`src/logic/rim_pkg.sv`:
```
// Package with register map, field positions, reset values and timing counts for the pin priority mux.
package rim_pkg;
    // Register indices; the APB byte address of each register is four times its index.
    localparam logic [7:0] IDX_CALIB = 8'h08;
    localparam logic [7:0] IDX_WDOG = 8'h09;
    localparam logic [7:0] IDX_ALARM1_MONTH = 8'h0A;
    localparam logic [7:0] IDX_FLAGS = 8'h0F;
    localparam logic [7:0] IDX_TIMER_CTRL = 8'h11;
    localparam logic [7:0] IDX_STATUS = 8'h20;
    localparam logic [9:0] ADDR_CALIB = {IDX_CALIB, 2'b00};
    localparam logic [9:0] ADDR_WDOG = {IDX_WDOG, 2'b00};
    localparam logic [9:0] ADDR_ALARM1_MONTH = {IDX_ALARM1_MONTH, 2'b00};
    localparam logic [9:0] ADDR_FLAGS = {IDX_FLAGS, 2'b00};
    localparam logic [9:0] ADDR_TIMER_CTRL = {IDX_TIMER_CTRL, 2'b00};
    localparam logic [9:0] ADDR_STATUS = {IDX_STATUS, 2'b00};
    // Field positions.
    localparam int BIT_STATIC_LEVEL = 7;
    localparam int BIT_FREQ_TEST = 6;
    localparam int BIT_OSC_FAIL_IE = 7;
    localparam int BIT_ALARM1_IE = 7;
    localparam int BIT_BACKUP_IE = 5;
    localparam int BIT_TIMER_IE = 5;
    localparam int BIT_OSC_FAIL_FLAG = 2;
    // Power-on values of the control bytes.
    localparam logic [7:0] RST_CALIB = 8'h80;
    localparam logic [7:0] RST_WDOG = 8'h00;
    localparam logic [7:0] RST_ALARM1_MONTH = 8'h00;
    localparam logic [7:0] RST_TIMER_CTRL = 8'h00;
    localparam logic RST_OSC_FAIL_FLAG = 1'b1;
    // Test tone: oscillator divided by 64, toggling every 32 oscillator cycles.
    localparam int OSC_DIV = 64;
    localparam logic [4:0] TONE_HALF_LAST = 5'h1F;
    // Pin selection states.
    typedef enum logic [3:0] {
        RIM_SEL_RELEASE = 4'b0001,
        RIM_SEL_LOW = 4'b0010,
        RIM_SEL_TONE = 4'b0100,
        RIM_SEL_IRQ = 4'b1000
    } rim_sel_e;
endpackage : rim_pkg

```
`src/logic/rim_pin_mux.sv`:
```
// Priority logic for the shared open-drain interrupt / test / level pin with APB control registers.
//
// The register offsets and the APB register port are this design's own decisions.
`timescale 1ns/100ps
`default_nettype none
// Contract
// One open-drain pin carries four interrupts, test tone, or static level.
// Timer, oscillator fail, alarm 1 and watchdog are ORed into one request.
// Frequency test puts a 512 Hz square wave on the pin.
// Main supply uses all four sources; backup uses only alarm 1 and oscillator fail.
// Main supply, level 0, test off: pin low whatever the interrupts.
// Main supply, test on: tone when level is 0 or nothing enabled.
// Main supply, level 1, source enabled: high until an enabled source asserts.
// Main supply, level 1, test off, nothing enabled: pin high.
// Static level is bit 7, test enable bit 6 of register 08h.
// Alarm 1 enable bit 7, backup enable bit 5 of register 0Ah.
// Oscillator fail enable bit 7 of 09h, timer enable bit 5 of 11h.
// In backup the test tone is off and its enable ignored.
// Backup with backup enable 0: pin released.
// Backup, level 1, alarm 1 and oscillator fail disabled: pin released.
// Backup, backup enable 1, level 0: pin low.
// Backup interrupts drive pin only with level 1, backup enable 1, source enabled.
// Host reads flags at 0Fh to find every pending source; the code holds only the oscillator fail flag there, at bit 2.
// Further sources while low cause no extra transition.
// Pin releases only after all asserted sources are cleared.
// Oscillator fail clears only on a written 0; reads leave it.
// Clearing its enable releases; re-enabling with flag set asserts at once.
// The tone divides the 32.768 kHz oscillator by 64.
module rim_pin_mux (
    input wire logic pclk,
    input wire logic presetn,
    input wire logic clk_en,
    input wire logic psel,
    input wire logic penable,
    input wire logic pwrite,
    input wire logic [9:0] paddr,
    input wire logic [31:0] pwdata,
    input wire logic [3:0] pstrb,
    output logic [31:0] prdata,
    output logic pready,
    output logic pslverr,
    input wire logic on_backup,
    input wire logic osc_tick,
    input wire logic timer_event,
    input wire logic alarm1_event,
    input wire logic watchdog_event,
    input wire logic watchdog_running,
    input wire logic osc_fail_event,
    input wire logic shared_irq_pin_in,
    output logic shared_irq_pin_out,
    output logic shared_irq_pin_oe
);
    logic [7:0] calib_r;
    logic [7:0] wdog_r;
    logic [7:0] alarm1_month_r;
    logic [7:0] timer_ctrl_r;
    logic osc_fail_flag_r;
    logic [4:0] tone_cnt_r;
    logic tone_r;
    logic pin_low_r;
    logic pin_low_nxt;
    rim_pkg::rim_sel_e sel;
    logic rd_ready_r;
    logic [3:0] src_live;
    logic [3:0] src_enable;
    logic [3:0] src_active;
    logic [3:0] src_armed;
    logic [3:0] src_pending;
    logic wr_en;
    logic rd_en;
    logic addr_hit;
    logic static_level;
    logic freq_test_enable;
    logic backup_irq_enable;
    logic alarm1_irq_enable;
    logic osc_fail_irq_enable;
    logic timer_irq_enable;
    logic any_enabled;
    logic irq_request;

    // Writes finish in their first access cycle; a read waits until its data has been captured.
    assign pready = clk_en && (pwrite || rd_ready_r);
    assign wr_en = psel && penable && pwrite && clk_en;
    assign rd_en = psel && !pwrite && !rd_ready_r;

    // Read data is taken in the setup cycle, so it already stands when pready is sampled high.
    // A frozen clock enable only adds wait states; it never hands back stale data.
    always_ff @(posedge pclk or negedge presetn) begin
        if (!presetn) begin
            rd_ready_r <= 1'b0;
        end else if (clk_en) begin
            if (psel && penable && pready) begin
                rd_ready_r <= 1'b0;
            end else if (psel && !pwrite) begin
                rd_ready_r <= 1'b1;
            end
        end
    end

    // Field views of the control bytes.
    assign static_level = calib_r[rim_pkg::BIT_STATIC_LEVEL];
    assign freq_test_enable = calib_r[rim_pkg::BIT_FREQ_TEST];
    assign alarm1_irq_enable = alarm1_month_r[rim_pkg::BIT_ALARM1_IE];
    assign backup_irq_enable = alarm1_month_r[rim_pkg::BIT_BACKUP_IE];
    assign osc_fail_irq_enable = wdog_r[rim_pkg::BIT_OSC_FAIL_IE];
    assign timer_irq_enable = timer_ctrl_r[rim_pkg::BIT_TIMER_IE];

    // Address decode for the error answer.
    always_comb begin
        if (paddr == rim_pkg::ADDR_CALIB) begin
            addr_hit = 1'b1;
        end else if (paddr == rim_pkg::ADDR_WDOG) begin
            addr_hit = 1'b1;
        end else if (paddr == rim_pkg::ADDR_ALARM1_MONTH) begin
            addr_hit = 1'b1;
        end else if (paddr == rim_pkg::ADDR_FLAGS) begin
            addr_hit = 1'b1;
        end else if (paddr == rim_pkg::ADDR_TIMER_CTRL) begin
            addr_hit = 1'b1;
        end else if (paddr == rim_pkg::ADDR_STATUS) begin
            addr_hit = 1'b1;
        end else begin
            addr_hit = 1'b0;
        end
    end
    assign pslverr = psel && penable && !addr_hit;

    // Control byte writes; only byte lane 0 carries data.
    always_ff @(posedge pclk or negedge presetn) begin
        if (!presetn) begin
            calib_r <= rim_pkg::RST_CALIB;
            wdog_r <= rim_pkg::RST_WDOG;
            alarm1_month_r <= rim_pkg::RST_ALARM1_MONTH;
            timer_ctrl_r <= rim_pkg::RST_TIMER_CTRL;
        end else if (wr_en && pstrb[0]) begin
            if (paddr == rim_pkg::ADDR_CALIB) begin
                calib_r <= pwdata[7:0];
            end else if (paddr == rim_pkg::ADDR_WDOG) begin
                wdog_r <= pwdata[7:0];
            end else if (paddr == rim_pkg::ADDR_ALARM1_MONTH) begin
                alarm1_month_r <= pwdata[7:0];
            end else if (paddr == rim_pkg::ADDR_TIMER_CTRL) begin
                timer_ctrl_r <= pwdata[7:0];
            end
        end
    end

    // Oscillator fail flag: a new failure beats a simultaneous software clear, so nothing is lost.
    always_ff @(posedge pclk or negedge presetn) begin
        if (!presetn) begin
            osc_fail_flag_r <= rim_pkg::RST_OSC_FAIL_FLAG;
        end else if (clk_en) begin
            if (osc_fail_event) begin
                osc_fail_flag_r <= 1'b1;
            end else if (wr_en && pstrb[0] && paddr == rim_pkg::ADDR_FLAGS &&
                         !pwdata[rim_pkg::BIT_OSC_FAIL_FLAG]) begin
                osc_fail_flag_r <= 1'b0;
            end
        end
    end

    // Read mux; reads have no side effects on any flag.
    always_ff @(posedge pclk or negedge presetn) begin
        if (!presetn) begin
            prdata <= 32'h0000_0000;
        end else if (clk_en) begin
            if (!rd_en || !psel) begin
                prdata <= prdata;
            end else if (paddr == rim_pkg::ADDR_CALIB) begin
                prdata <= {24'h00_0000, calib_r};
            end else if (paddr == rim_pkg::ADDR_WDOG) begin
                prdata <= {24'h00_0000, wdog_r};
            end else if (paddr == rim_pkg::ADDR_ALARM1_MONTH) begin
                prdata <= {24'h00_0000, alarm1_month_r};
            end else if (paddr == rim_pkg::ADDR_FLAGS) begin
                prdata <= {29'h0000_0000, osc_fail_flag_r, 2'b00};
            end else if (paddr == rim_pkg::ADDR_TIMER_CTRL) begin
                prdata <= {24'h00_0000, timer_ctrl_r};
            end else if (paddr == rim_pkg::ADDR_STATUS) begin
                prdata <= {26'h000_0000, shared_irq_pin_in, on_backup, irq_request, tone_r, pin_low_r,
                           any_enabled};
            end else begin
                prdata <= 32'h0000_0000;
            end
        end
    end

    // Tone divider: toggling every 32 oscillator ticks gives 64 ticks per period, 50 percent duty.
    always_ff @(posedge pclk or negedge presetn) begin
        if (!presetn) begin
            tone_cnt_r <= 5'h00;
            tone_r <= 1'b0;
        end else if (clk_en && osc_tick) begin
            tone_cnt_r <= tone_cnt_r + 5'h01;
            if (tone_cnt_r == rim_pkg::TONE_HALF_LAST) begin
                tone_r <= !tone_r;
            end
        end
    end

    // Per-source gating; backup masks timer and watchdog, which have no battery supply.
    // Bit order of the source vectors: alarm 1, oscillator fail, timer, watchdog.
    assign src_live = {!on_backup, !on_backup, 2'b11};
    assign src_enable = {watchdog_running, timer_irq_enable, osc_fail_irq_enable, alarm1_irq_enable};
    assign src_active = {watchdog_event, timer_event, osc_fail_flag_r, alarm1_event};
    for (genvar i = 0; i < 4; i++) begin : g_src
        assign src_armed[i] = src_live[i] && src_enable[i];
        assign src_pending[i] = src_armed[i] && src_active[i];
    end

    // Level OR of the armed sources, so a later source cannot add an edge while the pin is low.
    assign any_enabled = |src_armed;
    assign irq_request = |src_pending;

    // Priority selection of what the pin carries.
    always_comb begin
        if (on_backup) begin
            if (!backup_irq_enable) begin
                sel = rim_pkg::RIM_SEL_RELEASE;
            end else if (!static_level) begin
                sel = rim_pkg::RIM_SEL_LOW;
            end else if (!any_enabled) begin
                sel = rim_pkg::RIM_SEL_RELEASE;
            end else begin
                sel = rim_pkg::RIM_SEL_IRQ;
            end
        end else begin
            if (!static_level && !freq_test_enable) begin
                sel = rim_pkg::RIM_SEL_LOW;
            end else if (freq_test_enable && (!static_level || !any_enabled)) begin
                sel = rim_pkg::RIM_SEL_TONE;
            end else if (any_enabled) begin
                sel = rim_pkg::RIM_SEL_IRQ;
            end else begin
                sel = rim_pkg::RIM_SEL_RELEASE;
            end
        end
    end

    // Next pin level; the request is a level OR, so added sources leave the pin where it is.
    always_comb begin
        case (sel)
            rim_pkg::RIM_SEL_LOW: pin_low_nxt = 1'b1;
            rim_pkg::RIM_SEL_TONE: pin_low_nxt = !tone_r;
            rim_pkg::RIM_SEL_IRQ: pin_low_nxt = irq_request;
            default: pin_low_nxt = 1'b0;
        endcase
    end

    // Registered pin drive avoids glitches when several control bits change in one write.
    always_ff @(posedge pclk or negedge presetn) begin
        if (!presetn) begin
            pin_low_r <= 1'b0;
        end else if (clk_en) begin
            pin_low_r <= pin_low_nxt;
        end
    end

    // Open drain: drive zero only, enable when pulling low.
    assign shared_irq_pin_out = 1'b0;
    assign shared_irq_pin_oe = pin_low_r;

    // Level 0 with the test off overrides every interrupt on main supply.
    a_main_low_level: assert property (@(posedge pclk) disable iff (!presetn)
        clk_en && !on_backup && !static_level && !freq_test_enable |=> shared_irq_pin_oe)
        else $error("pin not low for level 0 on main supply");

    // Without the backup enable nothing may pull the pin on battery.
    a_backup_release: assert property (@(posedge pclk) disable iff (!presetn)
        clk_en && on_backup && !backup_irq_enable |=> !shared_irq_pin_oe)
        else $error("pin driven in backup without backup enable");

    // Level 0 dominates in backup once the backup enable is set.
    a_backup_low: assert property (@(posedge pclk) disable iff (!presetn)
        clk_en && on_backup && backup_irq_enable && !static_level |=> shared_irq_pin_oe)
        else $error("pin not low in backup with level 0");

    // With no battery source enabled the pin must stay released.
    a_backup_no_src: assert property (@(posedge pclk) disable iff (!presetn)
        clk_en && on_backup && static_level && !alarm1_irq_enable && !osc_fail_irq_enable
        |=> !shared_irq_pin_oe)
        else $error("pin driven in backup with no source enabled");

    // Timer and watchdog lose power in backup, so they must never reach the pin there.
    a_backup_timer_off: assert property (@(posedge pclk) disable iff (!presetn)
        clk_en && on_backup && static_level && !(alarm1_irq_enable && alarm1_event) &&
        !(osc_fail_irq_enable && osc_fail_flag_r) |=> !shared_irq_pin_oe)
        else $error("timer or watchdog drove pin in backup");

    // Nothing enabled and no test: the pull-up wins.
    a_idle_high: assert property (@(posedge pclk) disable iff (!presetn)
        clk_en && !on_backup && static_level && !freq_test_enable && !any_enabled
        |=> !shared_irq_pin_oe)
        else $error("pin driven with nothing enabled");

    // An unserviced oscillator failure must show as soon as its enable is set.
    a_osc_fail_irq: assert property (@(posedge pclk) disable iff (!presetn)
        clk_en && static_level && !freq_test_enable && osc_fail_irq_enable && osc_fail_flag_r &&
        (!on_backup || backup_irq_enable) |=> shared_irq_pin_oe)
        else $error("oscillator fail did not assert pin");

    // Only a written 0 may clear the failure flag; reads must leave it alone.
    a_flag_sticky: assert property (@(posedge pclk) disable iff (!presetn)
        osc_fail_flag_r && !(wr_en && paddr == rim_pkg::ADDR_FLAGS) |=> osc_fail_flag_r)
        else $error("oscillator fail flag cleared without write");

    // All sources serviced: the pin has to let go.
    a_irq_release: assert property (@(posedge pclk) disable iff (!presetn)
        clk_en && !on_backup && static_level && any_enabled && !irq_request |=> !shared_irq_pin_oe)
        else $error("pin held low with no request");

    // Level 0 with the test on hands the pin to the tone.
    a_tone_follow: assert property (@(posedge pclk) disable iff (!presetn)
        clk_en && !on_backup && freq_test_enable && !static_level |=> shared_irq_pin_oe == !$past(tone_r))
        else $error("pin does not follow test tone");

    // With nothing enabled the tone also wins at level 1.
    a_tone_level1: assert property (@(posedge pclk) disable iff (!presetn)
        clk_en && !on_backup && freq_test_enable && static_level && !any_enabled
        |=> shared_irq_pin_oe == !$past(tone_r))
        else $error("pin does not follow tone with nothing enabled");

    // An enabled request pulls the pin low whatever the test bit says.
    a_main_irq_low: assert property (@(posedge pclk) disable iff (!presetn)
        clk_en && !on_backup && static_level && irq_request |=> shared_irq_pin_oe)
        else $error("enabled request did not pull pin low");

    // A low pin stays low while any request remains, however many sources join.
    a_irq_hold: assert property (@(posedge pclk) disable iff (!presetn)
        clk_en && shared_irq_pin_oe && sel == rim_pkg::RIM_SEL_IRQ && irq_request |=> shared_irq_pin_oe)
        else $error("pin rose while a request was pending");

    // On battery with level 1 and the backup enable, the pin follows the battery sources only.
    a_backup_irq: assert property (@(posedge pclk) disable iff (!presetn)
        clk_en && on_backup && backup_irq_enable && static_level
        |=> shared_irq_pin_oe == $past(irq_request))
        else $error("pin does not follow backup request");

    // The test bit is a don't-care on battery.
    a_backup_no_tone: assert property (@(posedge pclk) disable iff (!presetn)
        on_backup |-> sel != rim_pkg::RIM_SEL_TONE)
        else $error("tone selected in backup");

    // A written 0 clears the flag unless a new failure arrives in the same cycle.
    a_flag_clear: assert property (@(posedge pclk) disable iff (!presetn)
        wr_en && pstrb[0] && paddr == rim_pkg::ADDR_FLAGS && !pwdata[rim_pkg::BIT_OSC_FAIL_FLAG] &&
        !osc_fail_event |=> !osc_fail_flag_r)
        else $error("written 0 did not clear oscillator fail flag");

    // A failure always sets the flag, even against a clear in the same cycle.
    a_flag_set: assert property (@(posedge pclk) disable iff (!presetn)
        clk_en && osc_fail_event |=> osc_fail_flag_r)
        else $error("oscillator fail event lost");

    // The tone flips on the last tick of each half period and at no other time.
    a_tone_toggle: assert property (@(posedge pclk) disable iff (!presetn)
        clk_en && osc_tick && tone_cnt_r == rim_pkg::TONE_HALF_LAST |=> tone_r != $past(tone_r))
        else $error("tone did not toggle at end of half period");
    a_tone_hold: assert property (@(posedge pclk) disable iff (!presetn)
        !(clk_en && osc_tick && tone_cnt_r == rim_pkg::TONE_HALF_LAST) |=> tone_r == $past(tone_r))
        else $error("tone toggled early");

    // A read completes in the cycle after its setup unless the clock enable is low.
    a_read_ready: assert property (@(posedge pclk) disable iff (!presetn)
        clk_en && psel && !penable && !pwrite |=> pready || !clk_en)
        else $error("read not ready after setup");

    c_tone: cover property (@(posedge pclk) disable iff (!presetn) sel == rim_pkg::RIM_SEL_TONE && $rose(tone_r));
    c_irq_main: cover property (@(posedge pclk) disable iff (!presetn) !on_backup && $rose(shared_irq_pin_oe) &&
        sel == rim_pkg::RIM_SEL_IRQ);
    c_irq_backup: cover property (@(posedge pclk) disable iff (!presetn) on_backup && shared_irq_pin_oe &&
        sel == rim_pkg::RIM_SEL_IRQ);
    c_flag_clear: cover property (@(posedge pclk) disable iff (!presetn) $fell(osc_fail_flag_r));
    c_read_done: cover property (@(posedge pclk) disable iff (!presetn) psel && penable && !pwrite && pready);
endmodule : rim_pin_mux
`default_nettype wire

```
`config.mk`:
```
export PLATFORM = sky130hd
export DESIGN_NAME = rim_pin_mux
export DESIGN_NICKNAME = d
export VERILOG_FILES = /design/src/logic/rim_pkg.sv /design/src/logic/rim_pin_mux.sv
export SDC_FILE = /design/constraint.sdc
export NUM_CORES = 1
export LEC_CHECK = 0
export BUFFER_PORTS_ARGS = -buffer_cell sky130_fd_sc_hd__buf_4
export CAP_MARGIN = 20
export CORE_ASPECT_RATIO = 0.9
export CORE_MARGIN = 2
export CORE_UTILIZATION = 45
export CTS_BUF_LIST = sky130_fd_sc_hd__clkbuf_8
export CTS_CLUSTER_SIZE = 30
export DETAILED_ROUTE_END_ITERATION = 10
export MAX_ROUTING_LAYER = met4
export PLACE_DENSITY = 0.73
export SETUP_SLACK_MARGIN = 0.5
export SLEW_MARGIN = 10
export SYNTH_ARGS = -nofsm -noshare
export SYNTH_HDL_FRONTEND = slang
export SYNTH_SLANG_ARGS = --single-unit
export TNS_END_PERCENT = 20
```
`constraint.sdc`:
```
create_clock -name pclk -period 3.89 [get_ports pclk]
set_input_delay 0.9725 -clock pclk [delete_from_list [all_inputs] [get_ports pclk]]
set_output_delay 0.9725 -clock pclk [all_outputs]
set_load 0.03 [all_outputs]
```
==> out/metrics.yaml <==
post-layout-total-power_mw: 1.18
worst_setup_path_start_kind: "input port"
drt-initial-drc-count: 166
htree_levels: 2
fp-row-count: 26
finalMaxSlewViolations: 0
syn-instance-count: 254
finClkSkew_ns: 0.0119
preCtsSetupSlack_ns: 0.255
io_pins: 96
clk_path_buf_depth: 2
critPathLaunch: "paddr[5]"
grt_max_degree: 50
overflow: 0
met3_usage: 0.0436
proportion_of_total_power_due_to_net_switching: 0.318
antenna_found_initial: 0
netlist.area_leader.share: 0.430
grt-busiest-layer: "met2"
die_extent_in_y_um: 77.9
antenna_cells: 0
globalRouteMet2Util: 0.332
global_route.usage.total: 0.209
power_frac_comb: 0.224
vias_in_the_first_global_route: 2076
vias: 2068
synth.cell_area_um2: 2730
final_cycle_utilization_of_the_critical_path: 0.902
ys_top_cells_by_count: "sky130_fd_sc_hd__dfrtp_1, sky130_fd_sc_hd__mux2_2, sky130_fd_sc_hd__buf_4"
arrival_ns: 2.54
final-setup-viol-count: 0
synth.yosys.warnings: 0
cts.root.buffer_cell: "sky130_fd_sc_hd__clkbuf_8"
crit_path_end_kind: "output port"
routabilityCongestion: 0.892
leakagePower_nw: 1.54
syn2layout_area_growth_pct: 17.4
cts_inserted_buffers: 5
initial_core_util: 0.475
final_hold_violations: 0
residual_drc_count: 0
final_cells: 371
tightest_slew_ns: 0.703
final_nets: 362
postSynth.asyncResetShare: 1.00
path_delay_family: "simple AND/OR/NAND/NOR gates"
run_status: "completed"
synth_top_flop_cell: "sky130_fd_sc_hd__dfrtp_1"
cellPowerDensity_nw_per_um2: 369
final_layout_size_suffix_gt1_frac: 0.336
clkTransAtPathRegs_ns: 0.08
cts-hold-fix-buffers: 0
switching_power_uw: 376
slowest_delay_ns: 0.53
crit_buf_inv: 2
timing.setup.critical_path_class: "in2out"
p_int_uw: 807
crit_slowest_cell: "sky130_fd_sc_hd__or4b_4"
postRouteWirelength_um: 6440
ant_nets_after_route: 0
seq_pwr_share: 0.508
maxCapViolations: 0
total_clock_sinks: 49
setup_ws_ns: 0.380
fmaxAchievable_mhz: 285
clkPwrFrac: 0.268
min-delay-start: "tone_cnt_r[3]"
syn_avg_cell_area_um2: 10.8
final_util: 0.557
finalCriticalPeriod_ns: 3.51
synthMostInstantiatedCell: "sky130_fd_sc_hd__dfrtp_1"
synth-seq-cells: 49
drt_pass1_iterations: 4
worstReg2RegStart: "rd_ready_r"
setup_tns_ns: 0
io_buffer_count: 43
worst_vdd_ir_mv: 0.374
floorplan_die_width_um: 86.2
average_vias_per_placed_instance: 5.57
max-slew-margin-rel: 0.528
wl_per_cell_um: 17.3
hold_class: "reg2reg"
cts_tree: "done"
crit_fanout: 2
clkLatencyLatePin_ns: 0.31
critical_path_required_ns: 2.92
yosysSeqAreaShare: 0.449
critical_path.cell_chain: "buf_8 -> or4b_4 -> or3_4 -> a221oi_4 -> a2111oi_4 -> buf_4"
synth_top_area_cell: "sky130_fd_sc_hd__dfrtp_1"
numPlacedInstances: 360
post-dp-hpwl_um: 4710
grt_setup_unrepaired: "true"
gr_layer_usage_met1: 0.268
floorplan.die_area_um2: 6720
core_area_um2: 5760
synth_edf_count: 0
synth.area.top_cells: "sky130_fd_sc_hd__dfrtp_1, sky130_fd_sc_hd__mux2_2, sky130_fd_sc_hd__buf_4"
yosysUniqueCellTypes: 51
grt_pass1_wl_um: 10400
[per-stage QoR]
step | hold slack (ns) | instance area (um^2)
2_1_floorplan | 0.434 | 2880
3_3_place_gp | 0.454 | 3070
3_5_place_dp | 0.460 | 3070
4_1_cts | 0.476 | 3200
5_1_grt | 0.486 | 3210
6_report | 0.477 | 3210
[logic make-up (layout without fill, tap and decap cells)]
logic type / after synthesis / after routing / synth area share
other: 1 / 25 / 0.00137
AO/OA/AOI/OAI: 41 / 41 / 0.103
XOR/XNOR: 4 / 4 / 0.0128
buffers and inverters: 42 / 65 / 0.0966
multiplexers: 38 / 38 / 0.154
AND/OR/NAND/NOR: 77 / 77 / 0.174
flip-flops: 49 / 49 / 0.449
adder cells (fa/ha/maj): 2 / 2 / 0.00915
[power groups by stage]
stage | combinational (mW) | sequential, mW | clock (mW)
after floorplan | 0.149 | 0.638 | 0
after global placement | 0.256 | 0.608 | 0
after detailed placement | 0.264 | 0.611 | 0
after CTS | 0.267 | 0.601 | 0.323
after global routing | 0.289 | 0.608 | 0.342
final | 0.265 | 0.600 | 0.317
[layout make-up]
type | instances | area (um^2)
clock inverters | 2 | 11.3
multi-input cells | 187 | 1380
well taps | 70 | 87.6
inverters | 7 | 26.3
clock buffers | 6 | 82.6
repair buffers | 50 | 398
flip-flops and latches | 49 | 1230
fillers | 510 | 2550
[layout by cell type, fill, tap and decap left out, types with 2 or more instances in the layout]
| master | n |
|---|---|
| sky130_fd_sc_hd__dfrtp_1 | 47 |
| sky130_fd_sc_hd__buf_4 | 46 |
| sky130_fd_sc_hd__mux2_2 | 32 |
| sky130_fd_sc_hd__conb_1 | 25 |
| sky130_fd_sc_hd__nor2_1 | 18 |
| sky130_fd_sc_hd__nand3_1 | 12 |
| sky130_fd_sc_hd__nand2_1 | 11 |
| sky130_fd_sc_hd__o21ai_0 | 9 |
| sky130_fd_sc_hd__inv_1 | 8 |
| sky130_fd_sc_hd__nor4_1 | 8 |
| sky130_fd_sc_hd__a21oi_1 | 7 |
| sky130_fd_sc_hd__mux2i_1 | 6 |
| sky130_fd_sc_hd__clkbuf_8 | 6 |
| sky130_fd_sc_hd__a22oi_1 | 4 |
| sky130_fd_sc_hd__a22o_1 | 4 |
| sky130_fd_sc_hd__and3_1 | 3 |
| sky130_fd_sc_hd__nand2b_1 | 3 |
| sky130_fd_sc_hd__nor2b_1 | 3 |
| sky130_fd_sc_hd__xnor2_1 | 3 |
| sky130_fd_sc_hd__a221oi_1 | 3 |
| sky130_fd_sc_hd__or4b_4 | 2 |
| sky130_fd_sc_hd__or3_1 | 2 |
| sky130_fd_sc_hd__or4b_1 | 2 |
| sky130_fd_sc_hd__nor3b_1 | 2 |
| sky130_fd_sc_hd__o22ai_1 | 2 |
| sky130_fd_sc_hd__nor3_1 | 2 |
| sky130_fd_sc_hd__o211ai_1 | 2 |
| sky130_fd_sc_hd__a211oi_1 | 2 |
| sky130_fd_sc_hd__ha_1 | 2 |
| sky130_fd_sc_hd__dfstp_2 | 2 |
| sky130_fd_sc_hd__buf_6 | 2 |
| sky130_fd_sc_hd__buf_8 | 2 |
[layer usage]
metal	wire length (um)	up-vias
li1	-	972
met1	2730	1010
met2	3160	80
met3	494	6
met4	53	0
met5	0	-
[sequential cells by signal (all words and copies together) (netlist names)]
signal / flops
alarm1_month_r: 8
calib_r: 8
osc_fail_flag_r: 1
prdata: 8
rd_ready_r: 1
shared_irq_pin_oe: 1
timer_ctrl_r: 8
tone_cnt_r: 5
tone_r: 1
wdog_r: 8
[path summary, 6_finish.rpt]
| path | end | slack, ns | cells past startpoint |
|---|---|---|---|
| setup / recovery | pslverr | 0.38 | 6 |
| hold / removal | tone_cnt_r[3] | 0.48 | 1 |
| setup reg to reg | prdata[5] | 2.38 | 4 |
| hold reg to reg | tone_cnt_r[3] | 0.48 | 1 |
| max in group asynchronous | timer_ctrl_r[1] | 2.80 | 1 |
| min in group asynchronous | shared_irq_pin_oe | 0.66 | 1 |
[repair_timing]
item,4_1_cts,5_1_grt
buffers inserted,3,0
endpoints found under the setup margin,1,1
gates resized for setup,4,2
pin swaps,4,4
(Power assumes the default switching activity.)
